<file path="config.mk">
export PLATFORM = sky130hd
export DESIGN_NAME = rtf_flags_reg
export DESIGN_NICKNAME = d
export VERILOG_FILES = /design/src/design/rtf_pkg.sv /design/src/design/rtf_delayed_clear.sv /design/src/design/rtf_flags_reg.sv
export SDC_FILE = /design/constraint.sdc
export NUM_CORES = 1
export LEC_CHECK = 0
export BUFFER_PORTS_ARGS = -buffer_cell sky130_fd_sc_hd__buf_2
export CAP_MARGIN = 20
export CORE_MARGIN = 5
export CORE_UTILIZATION = 56
export CTS_CLUSTER_SIZE = 40
export DETAILED_ROUTE_END_ITERATION = 7
export PLACE_DENSITY = 0.83
export SLEW_MARGIN = 20
export SYNTH_ARGS = -nofsm -noshare
export SYNTH_HDL_FRONTEND = slang
export SYNTH_SLANG_ARGS = --single-unit
</file>
<file path="constraint.sdc">
create_clock -name clk_in -period 3.4 [get_ports clk_in]
set_input_delay 0.68 -clock clk_in [delete_from_list [all_inputs] [get_ports clk_in]]
set_output_delay 0.68 -clock clk_in [all_outputs]
set_load 0.02 [all_outputs]
</file>
<file path="src/design/rtf_pkg.sv">
// rtc flags register: shared constants, offsets, field positions, timing
// assumes a 10 MHz system clock; power-up reset is the synchronous system reset
package rtf_pkg;

	// ----------------------------------------------------------------
	// register map
	// ----------------------------------------------------------------
	localparam int ADDR_W = 8; // register index width from the serial front end
	localparam logic [ADDR_W-1:0] FLAGS_OFFSET = 8'h00; // rtc_flags_and_control
	localparam logic [7:0] FLAGS_RESET = 8'h00; // all flags and controls clear
	localparam logic [7:0] UNMAPPED_READ = 8'h00; // answer for other indices

	// ----------------------------------------------------------------
	// field positions, bit 7 down to bit 0
	// ----------------------------------------------------------------
	localparam int WATCHDOG_EXPIRED_BIT = 7;
	localparam int ALARM_MATCH_BIT = 6;
	localparam int POWER_FAIL_BIT = 5;
	localparam int OSCILLATOR_FAIL_BIT = 4;
	localparam int BACKUP_POWER_FAIL_BIT = 3;
	localparam int CAL_OUTPUT_BIT = 2;
	localparam int WRITE_HOLD_BIT = 1;
	localparam int READ_HOLD_BIT = 0;

	// ----------------------------------------------------------------
	// timing
	// ----------------------------------------------------------------
	localparam int CLK_PERIOD_NS = 100; // 10 MHz
	localparam int RTC_FLAG_UPDATE_DELAY_NS = 1000; // plain default, least time
	// least time rounds up, never below one cycle
	localparam int RTC_FLAG_UPDATE_DELAY_RAW =
		(RTC_FLAG_UPDATE_DELAY_NS + CLK_PERIOD_NS - 1) / CLK_PERIOD_NS;
	localparam int RTC_FLAG_UPDATE_DELAY_CYC =
		(RTC_FLAG_UPDATE_DELAY_RAW < 1) ? 1 : RTC_FLAG_UPDATE_DELAY_RAW;
	localparam logic [1:0] SYNC_SETTLE_CYC = 2'h3; // cycles before first pin sample

	// ----------------------------------------------------------------
	// startup sequencer
	// ----------------------------------------------------------------
	typedef enum logic [0:0]
	{
		RTF_ST_SETTLE = 1'b0, // waiting for synchronisers to fill
		RTF_ST_RUN = 1'b1 // normal operation
	} rtf_state_t;

endpackage

</file>
<file path="src/design/rtf_delayed_clear.sv">
// rtc flags register: one sticky flag whose user clear lands after a delay
// assumes set and clear requests are single-cycle pulses on the same clock
`timescale 1ns/1ps

module rtf_delayed_clear
	import rtf_pkg::*;
#(
	parameter int DELAY_CYC = RTC_FLAG_UPDATE_DELAY_CYC
)
(
	// clock and reset
	input wire logic clk_in,
	input wire logic sys_rst_in,
	// requests
	input wire logic set_in, // hardware event, wins over any clear
	input wire logic clear_req_in, // user wrote zero to the flag
	// state
	output logic flag_out,
	output logic busy_out
);

	// ----------------------------------------------------------------
	// state
	// ----------------------------------------------------------------
	localparam int CNT_W = $clog2(DELAY_CYC + 1);

	typedef struct packed
	{
		logic flag; // stored flag value
		logic busy; // clear pending
		logic [CNT_W-1:0] cnt; // cycles left until the clear lands
	} rtf_dc_state_t;

	rtf_dc_state_t dc_r;
	rtf_dc_state_t dc_nxt;

	// next state: countdown, then clear; a set cancels it
	always_comb
	begin
		dc_nxt = dc_r;
		if (dc_r.busy)
		begin
			// clear lands only once the delay has run out
			if (dc_r.cnt <= CNT_W'(1))
			begin
				dc_nxt.flag = 1'b0;
				dc_nxt.busy = 1'b0;
			end
			else
			begin
				dc_nxt.cnt = dc_r.cnt - CNT_W'(1);
			end
		end
		else if (clear_req_in && dc_r.flag)
		begin
			// start the delay rather than clearing at once
			dc_nxt.busy = 1'b1;
			dc_nxt.cnt = CNT_W'(DELAY_CYC);
		end
		// an event in the same cycle must not be lost
		if (set_in)
		begin
			dc_nxt.flag = 1'b1;
			dc_nxt.busy = 1'b0;
		end
	end

	// register the state
	always_ff @(posedge clk_in)
	begin
		if (sys_rst_in)
			dc_r <= '0;
		else
			dc_r <= dc_nxt;
	end

	assign flag_out = dc_r.flag;
	assign busy_out = dc_r.busy;

endmodule

</file>
<file path="src/design/rtf_flags_reg.sv">
// rtc flags register: status flags plus calibration and hold controls
// assumes the serial-bus front end presents single-cycle read and write strobes
// with a register index; analog monitors arrive asynchronously on pins
`timescale 1ns/1ps

module rtf_flags_reg
	import rtf_pkg::*;
#(
	parameter int UPDATE_DELAY_CYC = RTC_FLAG_UPDATE_DELAY_CYC
)
(
	// clock and reset
	input wire logic clk_in,
	input wire logic sys_rst_in,
	// register port from the serial-bus front end
	input wire logic wr_stb_in,
	input wire logic rd_stb_in,
	input wire logic [ADDR_W-1:0] addr_in,
	input wire logic [7:0] wr_data_in,
	output logic [7:0] rd_data_out,
	output logic rd_valid_out,
	// asynchronous monitor pins
	input wire logic backup_below_min_in,
	input wire logic osc_stopped_in,
	input wire logic power_below_switch_in,
	// same-clock events from the timekeeping logic
	input wire logic watchdog_expire_in,
	input wire logic alarm_match_in,
	// control and status outputs
	output logic [7:0] flags_out,
	output logic cal_output_en_out,
	output logic write_hold_out,
	output logic read_hold_out,
	output logic clear_pending_out
);

	// ----------------------------------------------------------------
	// state
	// ----------------------------------------------------------------
	typedef struct packed
	{
		rtf_state_t state; // startup sequencer
		logic [1:0] settle_cnt; // synchroniser fill counter
		logic [2:0] bp_sync; // backup monitor synchroniser
		logic [2:0] osc_sync; // oscillator monitor synchroniser
		logic [2:0] pf_sync; // power monitor synchroniser
		logic bp_filt; // agreed backup level
		logic osc_filt; // agreed oscillator level
		logic pf_filt; // agreed power level
		logic pf_filt_d; // previous agreed power level
		logic watchdog_expired_flag;
		logic alarm_match_flag;
		logic power_fail_flag;
		logic cal_output; // calibration square wave enable
		logic write_hold;
		logic read_hold;
		logic [7:0] rd_data;
		logic rd_valid;
	} rtf_main_state_t;

	rtf_main_state_t st_r;
	rtf_main_state_t st_nxt;

	// decoded strobes and sub-flag hookups
	logic hit_flags; // index matches the flags register
	logic wr_hit; // write to the flags register
	logic rd_hit; // read of the flags register
	logic bpf_set; // backup fail event
	logic oscillator_fail_flag_set; // oscillator fail event
	logic bpf_clr_req; // host wrote zero to backup fail
	logic oscillator_fail_flag_clr_req; // host wrote zero to oscillator fail
	logic backup_power_fail_flag;
	logic oscillator_fail_flag;
	logic bpf_busy;
	logic oscillator_fail_flag_busy;
	logic [7:0] flags_now; // live register image

	assign hit_flags = (addr_in == FLAGS_OFFSET);
	assign wr_hit = wr_stb_in && hit_flags;
	assign rd_hit = rd_stb_in && hit_flags;

	// ----------------------------------------------------------------
	// register image
	// ----------------------------------------------------------------
	// field order is fixed by the register layout
	always_comb
	begin
		flags_now = FLAGS_RESET;
		flags_now[WATCHDOG_EXPIRED_BIT] = st_r.watchdog_expired_flag;
		flags_now[ALARM_MATCH_BIT] = st_r.alarm_match_flag;
		flags_now[POWER_FAIL_BIT] = st_r.power_fail_flag;
		flags_now[OSCILLATOR_FAIL_BIT] = oscillator_fail_flag;
		flags_now[BACKUP_POWER_FAIL_BIT] = backup_power_fail_flag;
		flags_now[CAL_OUTPUT_BIT] = st_r.cal_output;
		flags_now[WRITE_HOLD_BIT] = st_r.write_hold;
		flags_now[READ_HOLD_BIT] = st_r.read_hold;
	end

	// ----------------------------------------------------------------
	// sticky flags with delayed user clear
	// ----------------------------------------------------------------
	// backup monitor is only sampled once, at the end of startup settle;
	// the agreed level landing on that edge is used, the stored one is a cycle late
	assign bpf_set = (st_r.state == RTF_ST_SETTLE) && (st_r.settle_cnt == SYNC_SETTLE_CYC)
		&& st_nxt.bp_filt;
	// oscillator fail sets whenever the monitor reports it once startup settle is over
	assign oscillator_fail_flag_set = (st_r.state == RTF_ST_RUN) && st_r.osc_filt;
	// only a written zero clears; a written one cannot set these flags
	assign bpf_clr_req = wr_hit && !wr_data_in[BACKUP_POWER_FAIL_BIT];
	assign oscillator_fail_flag_clr_req = wr_hit && !wr_data_in[OSCILLATOR_FAIL_BIT];

	rtf_delayed_clear #(
		.DELAY_CYC(UPDATE_DELAY_CYC)
	) u_bpf (
		.clk_in(clk_in),
		.sys_rst_in(sys_rst_in),
		.set_in(bpf_set),
		.clear_req_in(bpf_clr_req),
		.flag_out(backup_power_fail_flag),
		.busy_out(bpf_busy)
	);

	rtf_delayed_clear #(
		.DELAY_CYC(UPDATE_DELAY_CYC)
	) u_oscillator_fail_flag (
		.clk_in(clk_in),
		.sys_rst_in(sys_rst_in),
		.set_in(oscillator_fail_flag_set),
		.clear_req_in(oscillator_fail_flag_clr_req),
		.flag_out(oscillator_fail_flag),
		.busy_out(oscillator_fail_flag_busy)
	);

	// ----------------------------------------------------------------
	// next state
	// ----------------------------------------------------------------
	always_comb
	begin
		st_nxt = st_r;

		// three-flop synchronisers; first stage feeds only the second
		st_nxt.bp_sync = {st_r.bp_sync[1:0], backup_below_min_in};
		st_nxt.osc_sync = {st_r.osc_sync[1:0], osc_stopped_in};
		st_nxt.pf_sync = {st_r.pf_sync[1:0], power_below_switch_in};
		// a change counts once stages two and three agree
		if (st_r.bp_sync[1] == st_r.bp_sync[2])
			st_nxt.bp_filt = st_r.bp_sync[2];
		if (st_r.osc_sync[1] == st_r.osc_sync[2])
			st_nxt.osc_filt = st_r.osc_sync[2];
		if (st_r.pf_sync[1] == st_r.pf_sync[2])
			st_nxt.pf_filt = st_r.pf_sync[2];
		st_nxt.pf_filt_d = st_r.pf_filt;

		// startup: let the synchronisers fill before trusting the monitor
		case (st_r.state)
			RTF_ST_SETTLE:
			begin
				if (st_r.settle_cnt == SYNC_SETTLE_CYC)
					st_nxt.state = RTF_ST_RUN;
				else
					st_nxt.settle_cnt = st_r.settle_cnt + 2'h1;
			end
			RTF_ST_RUN:
			begin
				st_nxt.state = RTF_ST_RUN; // stays until next power-up
			end
			default:
			begin
				st_nxt.state = RTF_ST_SETTLE;
			end
		endcase

		// read answer one cycle after the strobe; unmapped reads zero
		st_nxt.rd_valid = rd_stb_in;
		if (rd_stb_in)
			st_nxt.rd_data = hit_flags ? flags_now : UNMAPPED_READ;

		// read-to-clear flags; clear applies to the value just captured
		if (rd_hit)
		begin
			st_nxt.watchdog_expired_flag = 1'b0;
			st_nxt.alarm_match_flag = 1'b0;
			st_nxt.power_fail_flag = 1'b0;
		end
		// events override a same-cycle read clear
		if (watchdog_expire_in)
			st_nxt.watchdog_expired_flag = 1'b1;
		if (alarm_match_in)
			st_nxt.alarm_match_flag = 1'b1;
		// power fail is flagged on the falling crossing of the threshold
		if (st_r.pf_filt && !st_r.pf_filt_d)
			st_nxt.power_fail_flag = 1'b1;

		// host-writable control bits; the flag bits are not written here
		if (wr_hit)
		begin
			st_nxt.cal_output = wr_data_in[CAL_OUTPUT_BIT];
			st_nxt.write_hold = wr_data_in[WRITE_HOLD_BIT];
			st_nxt.read_hold = wr_data_in[READ_HOLD_BIT];
		end
	end

	// register the state; power-up clears everything
	always_ff @(posedge clk_in)
	begin
		if (sys_rst_in)
			st_r <= '0;
		else
			st_r <= st_nxt;
	end

	// ----------------------------------------------------------------
	// outputs
	// ----------------------------------------------------------------
	assign rd_data_out = st_r.rd_data;
	assign rd_valid_out = st_r.rd_valid;
	assign flags_out = flags_now;
	assign cal_output_en_out = st_r.cal_output;
	assign write_hold_out = st_r.write_hold;
	assign read_hold_out = st_r.read_hold;
	assign clear_pending_out = bpf_busy || oscillator_fail_flag_busy;

endmodule

</file>
==> Word-level counts from Yosys, hierarchy flattened <==
Cells that the tools add are included.
{ "classes": {"bitwise": 2, "addsub": 3, "n_mux": 20, "order_cmp": 2, "reduce_logical": 31, "eq_ne": 6} }
{ "ops": {"columns": ["cell", "n"], "rows": [
  ["2-to-1 mux 5 bit", 4],
  ["nonzero test 2 bit", 9],
  ["logical AND 1 bit", 10],
  ["AND reduction 2 bit", 5],
  ["less-or-equal comparator 4 x 1 -> 1 bit, second input constant", 2],
  ["logical NOT 8 bit", 1],
  ["2-to-1 mux 2 bit", 4],
  ["2-to-1 mux 4 bit", 2],
  ["2-to-1 mux 8 bit", 1],
  ["subtractor 4 x 1 -> 4 bit, second input constant", 2],
  ["2-to-1 mux 1 bit", 7],
  ["!= test 2 bit, second input constant", 2],
  ["OR reduction 2 bit", 2],
  ["equality test 1 bit", 3],
  ["logical NOT 1 bit", 3],
  ["2-to-1 mux 3 bit", 1],
  ["adder 2 x 1 -> 2 bit, second input constant", 1],
  ["equality test 2 bit, second input constant", 1],
  ["NOT 1 bit", 2],
  ["case mux 1 bit (2 select lines)", 1],
  ["logical OR 1 bit", 1]
]} }
{ "word_totals": {"out_inout_bits": 21, "ff_bits": 43, "in_bits": 25, "word_cells": 87} }

==> Logic depth before layout (Yosys ltp) <==
Gate-level depths: netlist of run 1.
{ "logic_depth": {"depth_word": 7, "ltp_mapped": 6} }

==> Cells and area by module <==
Synthesis of run 1 repeated with hierarchy kept, for this count alone.
{ "unflattened": {"cells_unflattened": 201, "area_unflattened_um2": 1888.1} }
{ "by_module_without_submodules": {"columns": ["mod", "cells_each", "seq_area_each_um2", "area_per_inst_um2", "instances"], "rows": [
  ["rtf_flags_reg", 137, 620.6, 1252.5, 1],
  ["rtf_delayed_clear", 32, 120.1, 317.8, 2]
]} }

==> Least setup slack after synthesis of run 1 <==
OpenSTA, ideal clock, no wires.
{ "synth_timing": {"path_kind": "input port to flip-flop", "start": "in addr_in[5]", "end": "reg u_bpf.dc_r[0] (netlist name)", "arrival_ns": 1.480, "t_required_ns": 3.283, "path_stages": 3, "path_buffers": 0, "path_slack_ns": 1.803, "path_cell_list": "nor4_4 nand3_1 a22o_2"} }
{ "synth_via": {"elab_chain_len": 6} }
{ "synth_lines": {"columns": ["item", "line", "source"], "rows": [
  ["from (decl)", "rtf_flags_reg.sv:18", "input wire logic [ADDR_W-1:0] addr_in,"],
  ["logical NOT 8 bit", "rtf_flags_reg.sv:78", "assign hit_flags = (addr_in == FLAGS_OFFSET);"],
  ["logical AND 1 bit", "rtf_flags_reg.sv:79", "assign wr_hit = wr_stb_in && hit_flags;"],
  ["logical AND 1 bit", "rtf_flags_reg.sv:109", "assign bpf_clr_req = wr_hit && !wr_data_in[BACKUP_POWER_FAIL_BIT];"],
  ["logical AND 1 bit", "rtf_delayed_clear.sv:54", "else if (clear_req_in && dc_r.flag)"],
  ["nonzero test 2 bit (no line)", null, null],
  ["AND reduction 2 bit (no line)", null, null],
  ["to (signal assigned)", "rtf_delayed_clear.sv:74", "dc_r <= dc_nxt;"],
  ["to (decl)", "rtf_delayed_clear.sv:34", "rtf_dc_state_t dc_r;"]
]} }
No other way between the ends.
A chain may end at the register's enable or synchronous reset.

==> Worst setup path after layout of run 1 <==
{ "layout_timing": {"start": "reg u_oscillator_fail_flag.dc_r, in the netlist u_oscillator_fail_flag.busy_out", "end": "out clear_pending_out"} }
{ "layout_via": {"elab_chain_len": 1} }
{ "layout_lines": {"columns": ["item", "line", "source"], "rows": [
  ["from (decl)", "rtf_delayed_clear.sv:34", null],
  ["from (signal assigned)", "rtf_delayed_clear.sv:74", null],
  ["logical OR 1 bit", "rtf_flags_reg.sv:221", "assign clear_pending_out = bpf_busy || oscillator_fail_flag_busy;"],
  ["to (decl)", "rtf_flags_reg.sv:34", "output logic clear_pending_out"]
]} }
No other way between the ends.

==> results of run 1 <==
critical path: cells and delay by family, from the launching register on:
kind | cells | cell delay [ns]
simple gates | 1 | 0.08
flops | 1 | 0.47
buf+inv | 2 | 0.26
cell type report:
type                    instances  area, sq um
multi-input cells             123          778
clock buffers                   7         45.0
flip-flops and latches         43          861
clock inverters                 1         5.00
well taps                      44         55.1
repair buffers                 42          210
inverters                       8         30.0
fillers                       285         1090
kinds of logic after synthesis:
family	Yosys count
AOI/OAI and AO/OA	37
xor gates and xnor gates	1
adders and majority gates	6
buffers and inverters	32
DFF	43
muxes	4
and+or+nand+nor	75
layer usage:
layer  routed length, um  vias up  track usage (%)
met3                 178        5             6.24
met4                  41        0             5.06
met2                1660       30             25.0
li1                    -      695                -
met5                   0        -                0
met1                1520      617             19.1
synth_stat cells:
library cell	count	share of area, %
sky130_fd_sc_hd__a41o_1	1	0.55
sky130_fd_sc_hd__o31a_1	2	0.96
sky130_fd_sc_hd__nand3_1	3	0.82
sky130_fd_sc_hd__nand4_2	1	0.69
sky130_fd_sc_hd__nor4_1	1	0.34
sky130_fd_sc_hd__nor2_1	24	4.9
sky130_fd_sc_hd__clkbuf_1	7	1.4
sky130_fd_sc_hd__a221oi_2	2	1.6
sky130_fd_sc_hd__nor2b_1	22	7.5
sky130_fd_sc_hd__and2_1	1	0.34
sky130_fd_sc_hd__or3_1	1	0.34
sky130_fd_sc_hd__nand3b_1	1	0.41
sky130_fd_sc_hd__nor4_4	2	2.3
sky130_fd_sc_hd__o41ai_1	1	0.48
sky130_fd_sc_hd__and4b_1	1	0.55
sky130_fd_sc_hd__maj3_1	1	0.55
sky130_fd_sc_hd__inv_1	8	1.6
sky130_fd_sc_hd__a22o_2	1	0.55
sky130_fd_sc_hd__nor3b_1	3	1.2
sky130_fd_sc_hd__a21o_1	2	0.82
sky130_fd_sc_hd__buf_4	17	7.0
sky130_fd_sc_hd__o21ai_0	4	1.1
sky130_fd_sc_hd__mux2i_1	4	2.2
sky130_fd_sc_hd__o22ai_1	2	0.69
sky130_fd_sc_hd__nand2_1	11	2.3
sky130_fd_sc_hd__a21oi_1	21	5.8
sky130_fd_sc_hd__nor3_1	3	0.82
sky130_fd_sc_hd__ha_1	5	3.4
sky130_fd_sc_hd__dfxtp_1	43	47
sky130_fd_sc_hd__and3_1	1	0.34
sky130_fd_sc_hd__xnor2_1	1	0.48
sky130_fd_sc_hd__a41oi_1	1	0.48
through the flow:
stage	std cells	hold slack (ns)	power [mW]
2_1_floorplan	198	0.414	0.594
3_3_place_gp	260	0.418	0.616
3_5_place_dp	260	0.420	0.621
4_1_cts	268	0.448	0.855
5_1_grt	268	0.461	0.891
6_report	268	0.446	0.844
power breakdown:
part | internal [mW] | leakage (nW) | switching, mW
Clock | 0.0807 | 0.0293 | 0.154
Sequential | 0.523 | 0.349 | 0.0134
Combinational | 0.0327 | 0.489 | 0.0408
Total | 0.636 | 0.868 | 0.208
worst paths after layout:
kind | from | end | depth (start not counted)
max | u_oscillator_fail_flag.busy_out$_SDFF_PP0_ | clear_pending_out | 3
min | st_nxt[23]$_SDFF_PP0_ | st_nxt[24]$_SDFF_PP0_ | 1
max reg2reg | u_bpf.dc_r[0]$_SDFFE_PP0P_ | u_bpf.dc_r[0]$_SDFFE_PP0P_ | 6
min reg2reg | st_nxt[23]$_SDFF_PP0_ | st_nxt[24]$_SDFF_PP0_ | 1
flip-flops by register name, summed over array words and instances, names as in the netlist:
name / flops
write_hold_out: 1
cal_output_en_out: 1
u_oscillator_fail_flag.busy_out: 1
u_bpf.dc_r: 4
rd_valid_out: 1
flags_out: 3
st_nxt: 7
rd_data_out: 8
read_hold_out: 1
u_oscillator_fail_flag.dc_r: 4
u_oscillator_fail_flag.flag_out: 1
st_r: 9
u_bpf.busy_out: 1
u_bpf.flag_out: 1
==> run summary, run 1 <==
• 47 — largest net degree at the start of global routing
• 0.815 — GPL Wtd Cong
• 0.00924 ns — worst-case clock skew
• 1820 sq um — mapped cell area
• 0 — endpoints failing hold
• 0 — post-cts gate resize count
• 15.7% — global routing usage summed across all routing layers
• 64.5% — final cell utilization of the core
• 280 uV — IR drop worst, VDD
• 23.0% — simple logic cell fraction of the synthesized area
• 0.47 ns — CP max stage delay
• 0.868 nW — reported leakage power
• 3.40 mm — routed wire length
• 43 — CTS sink count
• 20 — number of placement rows
• 59.2% — starting density of the core
• 1,347 — detailed-route via count
• 5.03 — vias per inst
• 24.1% — share of layout cells above drive strength 1
• 0.480% — fraction of synthesized cell area in xor and xnor cells
• no — setup repair after global routing missed its margin
• 32 — library cells used by synthesis
• 1.56 ns — Worst Setup Slack, final
• 0.800 ns — transition time of the tightest slew-check pin
• sky130_fd_sc_hd__dfxtp_1 — most common cell after layout, fill and taps aside
• 8.85% — relative area change from synthesis to final layout
• 0 — Post-CTS Setup Repair Bufs
• 54.1% — share of the clock period used by the worst path
• 2.45 mm — hpwl dp
• 2.72 ns — Req. time, crit path
• 0 — number of antenna violations at the first check in global routing
• sky130_fd_sc_hd__clkbuf_4 — cell at the root of the clock tree
• 43 — post-synthesis sequential element count
• 228 — number of nets in the synthesized netlist
• 4500 sq um — die area
• 67.1 um — Die Y
• 0 ns — setup TNS
• sky130_fd_sc_hd__dfxtp_1 — Crit-path slowest cell
• 42 — Buffers on Ports
• 8 — maximum fanout encountered on the critical timing path
• flop — startpoint type of the worst setup path
• 1.16 ns — Worst Path Arrival
• 0 — hold_buf cts
• 3080 sq um — placeable core region
• flop to output pin — Critical Setup Path Class
• 543 MHz — Achievable Freq
• 0.35 ns — worst skew pair latency
• built — clock tree from TritonCTS
• 0 — Final ANT Viol Nets
• 0 — global route overflow
• 2 — H-tree depth reported by CTS
• 46.7% — remaining max-slew budget at the tightest pin
• 1930 sq um — Cell Area, Placed
• 425 nW/um^2 — Pwr per Cell Area
• 1980 sq um — Non-Filler Cell Area, Final
• 13.0% — complex-gate fraction of the synthesized area
• 198 — number of standard cells after synthesis
• 0.12 ns — clock-pin slew of the registers on the worst-case setup and hold paths
• simple AND/OR/NAND/NOR gates — largest family of logic cells by synthesized area
• 9.21 sq um — mean area per synthesized cell
• 67.1 um — chip width
• 46 — number of ports placed on the die boundary
• 1,191 — vias in the first global route
• flop to flop — Hold Path Class
• 3.98% — area share of fa/ha/maj cells after synthesis
• 0 — ANT cells
• 0 — final setup violation count
• 0 — max-slew violations
• 4 — length of the first detailed-routing pass in iterations
• 5 — number of buffers inserted during clock tree synthesis
• 43 x sky130_fd_sc_hd__dfxtp_1, 42 x sky130_fd_sc_hd__buf_2, 24 x sky130_fd_sc_hd__nor2_1 — highest-count cells in the layout ignoring fill and taps
• 0 — Yosys warning count
• 0 — count of unresolved DRC violations after routing
• 0 — max cap viols
• 5.29 mm — wire length of the first global-routing pass
• inv_1 > nand2_1 > buf_2 — cell-by-cell listing of the critical path
• 12.7 um — Routed WL per cell
• 47.2% — part of the Yosys area used for sequential elements
• output pin — Critical Path End Type
• 1.50 ns — worst-case setup slack after placement
• 1.84 ns — shortest clock period the worst path allows after layout
• 2.20% — post-synthesis mux area share
• 85 — violation count after the first detailed-route iteration
• 253 — number of nets at the end of the flow
• finished clean — run status
• 1.87 ns — internal reg-to-reg setup slack
• 2 — Max Buffers Root-to-Sink
Power figures use the tool's default switching activity.
==> inputs of run 2 (changes only) <==
Settings changed: CORE_UTILIZATION 56 to 52, PLACE_DENSITY 0.83 to 0.77.
Clock period 3.4 ns to 1.7 ns, I/O delays scaled along.
==> run 2 against run 1 <==
- global-route usage decreased by 1.4 points
- sequential share of layout area down 1.6 points
- non-clock buffer count grew 1
- final cell count increased by 1.1%
- combinational power rose by 100%
- clock-buffer cell count is 1 lower
- critical path depth increased by 3
- register-to-register slack lost 1.7 ns
- clock power grew to 3.3 times the previous value
==> run summary, run 2 (synthesis gave the netlist of run 1 again) <==
• finished clean — run status
• 4790 sq um — die area, +6.5%
• 1,299 — vias in the first global route, +9.1%
• 58 — violation count after the first detailed-route iteration, -32%
• 0.783 — GPL Wtd Cong, -3.9%
• inv_1 > ha_1 > nor2_1 > o31a_1 > inv_1 > a221oi_2 — cell-by-cell listing of the critical path
• 3360 sq um — placeable core region, +9.3%
• 7.4% — proportion of power drawn by combinational gates, -1.3 points
• 778 sq um — area of the multi-input gates, unchanged
• st_r — register containing the most flip-flops in the final layout
• 11.7 um — Routed WL per cell, -7.7%
• 0 — Final ANT Viol Nets, unchanged
• 0 — max-slew violations, unchanged
• 254 — number of nets at the end of the flow, +0.40%
• 1960 sq um — Cell Area, Placed, +1.2%
• sky130_fd_sc_hd__inv_1 — most frequent CP cell
• sky130_fd_sc_hd__dfxtp_1 — Crit-path slowest cell
• 24.9% — share of layout cells above drive strength 1, +0.78 points
• built — clock tree from TritonCTS
• 0 — number of antenna violations at the first check in global routing, unchanged
• 0 — max cap viols, unchanged
• 1.53 ns — shortest clock period the worst path allows after layout
• 0 — hold_buf cts, unchanged
• 2 — H-tree depth reported by CTS, unchanged
• 0.901 nW — reported leakage power, +3.8%
• 46 — number of ports placed on the die boundary, unchanged
• 0 — Post-CTS Setup Repair Bufs, unchanged
• 2.24 mm — hpwl dp, -8.7%
• 42 — Buffers on Ports, unchanged
• 1.57 mW — internal power summed over all cells, +150%
• 14.3% — global routing usage summed across all routing layers, -1.4 points
• 305 — filler cell count in the final layout, +7.0%
• 43 x sky130_fd_sc_hd__dfxtp_1, 42 x sky130_fd_sc_hd__buf_2, 24 x sky130_fd_sc_hd__nor2_1 — highest-count cells in the layout ignoring fill and taps
• 0 — post-cts gate resize count, unchanged
• 5 — maximum fanout encountered on the critical timing path, -3
• 655 MHz — Achievable Freq
• 861 sq um — area used by sequential logic in the layout, unchanged
• 0.12 ns — clock-pin slew of the registers on the worst-case setup and hold paths, about the same
• 0.384 ns — transition time of the tightest slew-check pin, -0.416 ns
• 519 uV — IR drop worst, VDD, +85%
• 54.2% — starting density of the core, -5.0 points
• 9 — flip-flop count of the largest register after layout, unchanged
• 43 — CTS sink count, unchanged
• 61.2% — final cell utilization of the core, -3.3 points
• sky130_fd_sc_hd__clkbuf_4 — cell at the root of the clock tree
• 69.2 um — chip width, +3.2%
• 418 uW — reported net switching power, +100%
• 21 — number of placement rows, +5.0%
• 0 — final setup violation count, unchanged
• 967 nW/um^2 — Pwr per Cell Area, +130%
• 3.17 mm — routed wire length, -6.7%
• flop — Critical Path End Type
• primary input to flop — Hold Path Class
• 0 — ANT cells, unchanged
• 0 ns — setup TNS, unchanged
• 1,330 — detailed-route via count, -1.3%
• 1.99 mW — total power after layout, +140%
• 53.7% — share of total power in sequential cells, -9.8 points
• 4 — length of the first detailed-routing pass in iterations, unchanged
• 5 — number of buffers inserted during clock tree synthesis, unchanged
• flop to flop — Critical Setup Path Class
• 0 — endpoints failing hold, unchanged
• 1.79 ns — Worst Path Arrival, +0.63 ns
• 12.9% — relative area change from synthesis to final layout
• 89.9% — share of the clock period used by the worst path
• 4.91 — vias per inst, -2.4%
• 38.9% — clock share of power, +11 points
• 0.40 ns — CP max stage delay, -0.07 ns
• 5.69 mm — wire length of the first global-routing pass, +7.7%
• 1.96 ns — Req. time, crit path, -0.76 ns
• 2 — Max Buffers Root-to-Sink, unchanged
• 2060 sq um — Non-Filler Cell Area, Final, +3.7%
• 0.00404 ns — worst-case clock skew, -0.00519 ns
• 42 — largest net degree at the start of global routing, -11%
• 21.0% — net switching share of the total power, -3.6 points
• 0 — count of unresolved DRC violations after routing, unchanged
• 0.195 ns — Min Hold Slack, -0.251 ns
• no — setup repair after global routing missed its margin
• 69.2 um — Die Y, +3.2%
• 74.1% — remaining max-slew budget at the tightest pin, +27 points
• sky130_fd_sc_hd__dfxtp_1 — most common cell after layout, fill and taps aside
• flop — startpoint type of the worst setup path
• 0.34 ns — worst skew pair latency, about the same
• 0 — global route overflow, unchanged
-- run 2: changes by cell type in the layout (fill, tap and decap cells not counted), sizes merged --
| cell | before | now |
|---|---|---|
| buf | 42 | 43 |
| bufinv | 0 | 2 |
| clkbuf | 7 | 6 |
| clkinv | 1 | 0 |
-- run 2: cell type report --
| type | instances | share of cell area, % |
|---|---|---|
| sequential | 43 | 41.8 |
| timing repair buffer | 43 | 11.2 |
| clock buffer | 6 | 2.01 |
| inverter | 8 | 1.46 |
| tap | 46 | 2.80 |
| clock inverter | 2 | 2.92 |
| multi-input combinational | 123 | 37.8 |
-- run 2: power by group through the flow --
stage / Sequential (mW) / Clock [mW] / Combinational, mW
after floorplan: 1.09 / 0 / 0.100
after global placement: 1.09 / 0 / 0.145
after detailed placement: 1.09 / 0 / 0.151
after CTS: 1.07 / 0.789 / 0.151
after global routing: 1.08 / 0.833 / 0.170
final: 1.07 / 0.774 / 0.147
-- run 2: routing by layer --
layer  track usage, %  up-vias  share of wire, %
met5                0        -                 0
met4             5.86        0               1.4
li1                 -      701                 -
met2             23.6       28                46
met3             5.22        5               6.5
met1             16.6      596                46
-- run 2: critical path, delay by kind of cell, from the launching register on --
family                   cells  cell delay [ns]
buffers and inverters        2             0.15
flip-flops                   1             0.40
AO/OA/AOI/OAI                2             0.51
adder cells (fa/ha/maj)      1             0.23
AND/OR/NAND/NOR              1             0.14
-- run 2: final timing paths --
path | end | slack, ns | depth (start not counted) | startpoint
max reg2reg | u_bpf.busy_out$_SDFF_PP0_ | 0.17 | 6 | u_bpf.dc_r[0]$_SDFFE_PP0P_
max | u_bpf.busy_out$_SDFF_PP0_ | 0.17 | 6 | u_bpf.dc_r[0]$_SDFFE_PP0P_
min reg2reg | st_nxt[27]$_SDFF_PP0_ | 0.45 | 1 | st_nxt[26]$_SDFF_PP0_
min | st_nxt[26]$_SDFF_PP0_ | 0.20 | 2 | backup_below_min_in
-- run 2: per-stage QoR --
stage               std cells  setup WS (ns)
finish                    271          0.172
global route              271         0.0948
CTS                       271          0.190
detailed placement        263          0.146
global placement          263          0.162
floorplan                 198          0.357
==> inputs of run 3 (changes only) <==
Settings changed: BUFFER_PORTS_ARGS -buffer_cell sky130_fd_sc_hd__buf_2 to not set, CORE_UTILIZATION 52 to 60, DONT_BUFFER_PORTS set to 1, PLACE_DENSITY 0.77 to 0.75.
==> run 3 against run 2 <==
- wire length is 5.3% higher
- first-iteration DRC count rose by 41%
- die area down 11%
- sequential power barely moved
- final area is 11% lower
- combinational power down 39%
- register-to-register slack got worse by 0.04 ns
- via count is 5.0% lower
- worst setup slack got worse by 0.041 ns
- hold slack got worse by 0.16 ns
==> run summary, run 3 (synthesis gave the netlist of run 1 again) <==
• 3.34 mm — routed wire length, +5.3%
• 0.0390 ns — Min Hold Slack, -0.156 ns
• flop — startpoint type of the worst setup path
• 1,200 — vias in the first global route, -7.6%
• finished clean — run status
• 47 — largest net degree at the start of global routing, +12%
• 1 — count of cells along the worst hold path, -1
• 0.812 — GPL Wtd Cong, +3.7%
• 765 uV — IR drop worst, VDD, +47%
• st_r — register containing the most flip-flops in the final layout
• 1730 sq um — Cell Area, Placed, -12%
• 2980 sq um — placeable core region, -11%
• 8.65% — share of layout cells above drive strength 1, -16 points
• 0 — Post-CTS Setup Repair Bufs, unchanged
• 20 — number of placement rows, -4.8%
• 26.9% — global routing usage on met2, +3.3 points
• 1.83 ns — Worst Path Arrival, +0.04 ns
• 0 — global route overflow, unchanged
• 0 — final setup violation count, unchanged
• 0.961% — relative area change from synthesis to final layout
• 65.1 um — chip width, -5.9%
• 9 — flip-flop count of the largest register after layout, unchanged
• 5.26 mm — wire length of the first global-routing pass, -7.6%
• 0.00871 ns — worst-case clock skew, +0.00467 ns
• 638 MHz — Achievable Freq, -2.6%
• built — clock tree from TritonCTS
• primary input to flop — Hold Path Class
• 46 — number of ports placed on the die boundary, unchanged
• 0 — count of unresolved DRC violations after routing, unchanged
• 16.2% — global routing usage summed across all routing layers, +1.9 points
• 68.3% — remaining max-slew budget at the tightest pin, -5.8 points
• met2 — most used routing layer in global routing
• 5 — number of buffers inserted during clock tree synthesis, unchanged
• 0 — number of antenna violations at the first check in global routing, unchanged
• 0 ns — setup TNS, unchanged
• 0 — max cap viols, unchanged
• 43 — CTS sink count, unchanged
• 0.35 ns — worst skew pair latency, about the same
• 15.3 um — Routed WL per cell, +31%
• 1060 nW/um^2 — Pwr per Cell Area, +9.6%
• 0 — Buffers on Ports, -100%
• 214 — number of nets at the end of the flow, -16%
• 2 — H-tree depth reported by CTS, unchanged
• 65.1 um — Die Y, -5.9%
• 6 — reg2reg path depth, unchanged
• 0 — max-slew violations, unchanged
• 5.80 — vias per inst, +18%
• 1.96 ns — Req. time, crit path, about the same
• 2 — Max Buffers Root-to-Sink, unchanged
• 43 x sky130_fd_sc_hd__dfxtp_1, 24 x sky130_fd_sc_hd__nor2_1, 22 x sky130_fd_sc_hd__nor2b_1 — highest-count cells in the layout ignoring fill and taps
• flop — Critical Path End Type
• 1,264 — detailed-route via count, -5.0%
• 4.79% — global-route track usage on met3, -0.43 points
• 82 — violation count after the first detailed-route iteration, +41%
• 5 — maximum fanout encountered on the critical timing path, unchanged
• 61.2% — starting density of the core, +7.0 points
• 0 — post-cts gate resize count, unchanged
• sky130_fd_sc_hd__dfxtp_1 — most common cell after layout, fill and taps aside
• 61.8% — final cell utilization of the core, +0.61 points
• no — setup repair after global routing missed its margin
• 0 — ANT cells, unchanged
• 0.708 nW — reported leakage power, -21%
• 0 — endpoints failing hold, unchanged
• 4 — length of the first detailed-routing pass in iterations, unchanged
• 0.13 ns — clock-pin slew of the registers on the worst-case setup and hold paths, about the same
• 2.35 mm — hpwl dp, +4.9%
• flop to flop — Critical Setup Path Class
• 269 — filler cell count in the final layout, -12%
• sky130_fd_sc_hd__clkbuf_4 — cell at the root of the clock tree
• 0 — Final ANT Viol Nets, unchanged
• 1840 sq um — Non-Filler Cell Area, Final, -11%
• 1.57 ns — shortest clock period the worst path allows after layout, +0.0411 ns
• 0.474 ns — transition time of the tightest slew-check pin, +0.0902 ns
• 92.3% — share of the clock period used by the worst path, +2.4 points
• 18.4% — met1 Resource Use GR, +1.8 points
• 4240 sq um — die area, -11%
-- run 3: cell count changes in the layout (fill, tap and decap cells not counted), sizes merged --
cell	previous run	this run
buf	43	2
clkbuf	6	5
clkinvlp	0	1
dlygate4sd3	0	1
-- run 3: worst paths after layout --
path	start	end	slack (ns)
worst max-delay path	u_bpf.dc_r[0]$_SDFFE_PP0P_	u_bpf.dc_r[0]$_SDFFE_PP0P_	0.13
worst min-delay path	sys_rst_in	u_bpf.busy_out$_SDFF_PP0_	0.04
worst max register to register	u_bpf.dc_r[0]$_SDFFE_PP0P_	u_bpf.dc_r[0]$_SDFFE_PP0P_	0.13
worst min register to register	st_nxt[23]$_SDFF_PP0_	st_nxt[24]$_SDFF_PP0_	0.45
-- run 3: report_power, final --
part           leakage [nW]  total [mW]  internal [mW]  switching, mW
sequential            0.349        1.08           1.05         0.0331
combinational         0.307      0.0902         0.0463         0.0439
clock                0.0514       0.783          0.457          0.326
total                 0.708        1.95           1.55          0.403
-- run 3: cell type report --
| type | count | area [sq um] | share of cell area (%) |
|---|---|---|---|
| repair buffers | 3 | 25.0 | 1.36 |
| inverters | 8 | 30.0 | 1.63 |
| clock inverters | 3 | 67.6 | 3.67 |
| well taps | 33 | 41.3 | 2.24 |
| clock buffers | 5 | 37.5 | 2.04 |
| flip-flops and latches | 43 | 861 | 46.8 |
| multi-input cells | 123 | 778 | 42.3 |
-- run 3: critical path, stage by stage, from the launching register on --
cell,delay [ns]
sky130_fd_sc_hd__dfxtp_1,0.41
sky130_fd_sc_hd__inv_1,0.08
sky130_fd_sc_hd__ha_1,0.23
sky130_fd_sc_hd__nor2_1,0.17
sky130_fd_sc_hd__o31a_1,0.26
sky130_fd_sc_hd__nor3_1,0.07
sky130_fd_sc_hd__a22o_2,0.25
-- run 3: metrics by stage --
stage	cells	power, mW	worst slack (ns)
5_1_grt	218	2.03	0.0169
3_5_place_dp	209	1.19	0.184
4_1_cts	217	1.97	0.157
3_3_place_gp	209	1.18	0.302
6_report	218	1.95	0.131
2_1_floorplan	198	1.19	0.357
-- run 3: what timing repair did --
action                                  in CTS  in global routing
endpoints found under the hold margin        0                  4
hold buffers                                 0                  1
endpoints found under the setup margin       0                  0
-- run 3: metal layers --
metal / up-vias / share of wire [%]
met5: - / 0
met4: 0 / 2.8
met3: 10 / 4.4
met2: 30 / 50
met1: 601 / 43
li1: 623 / -
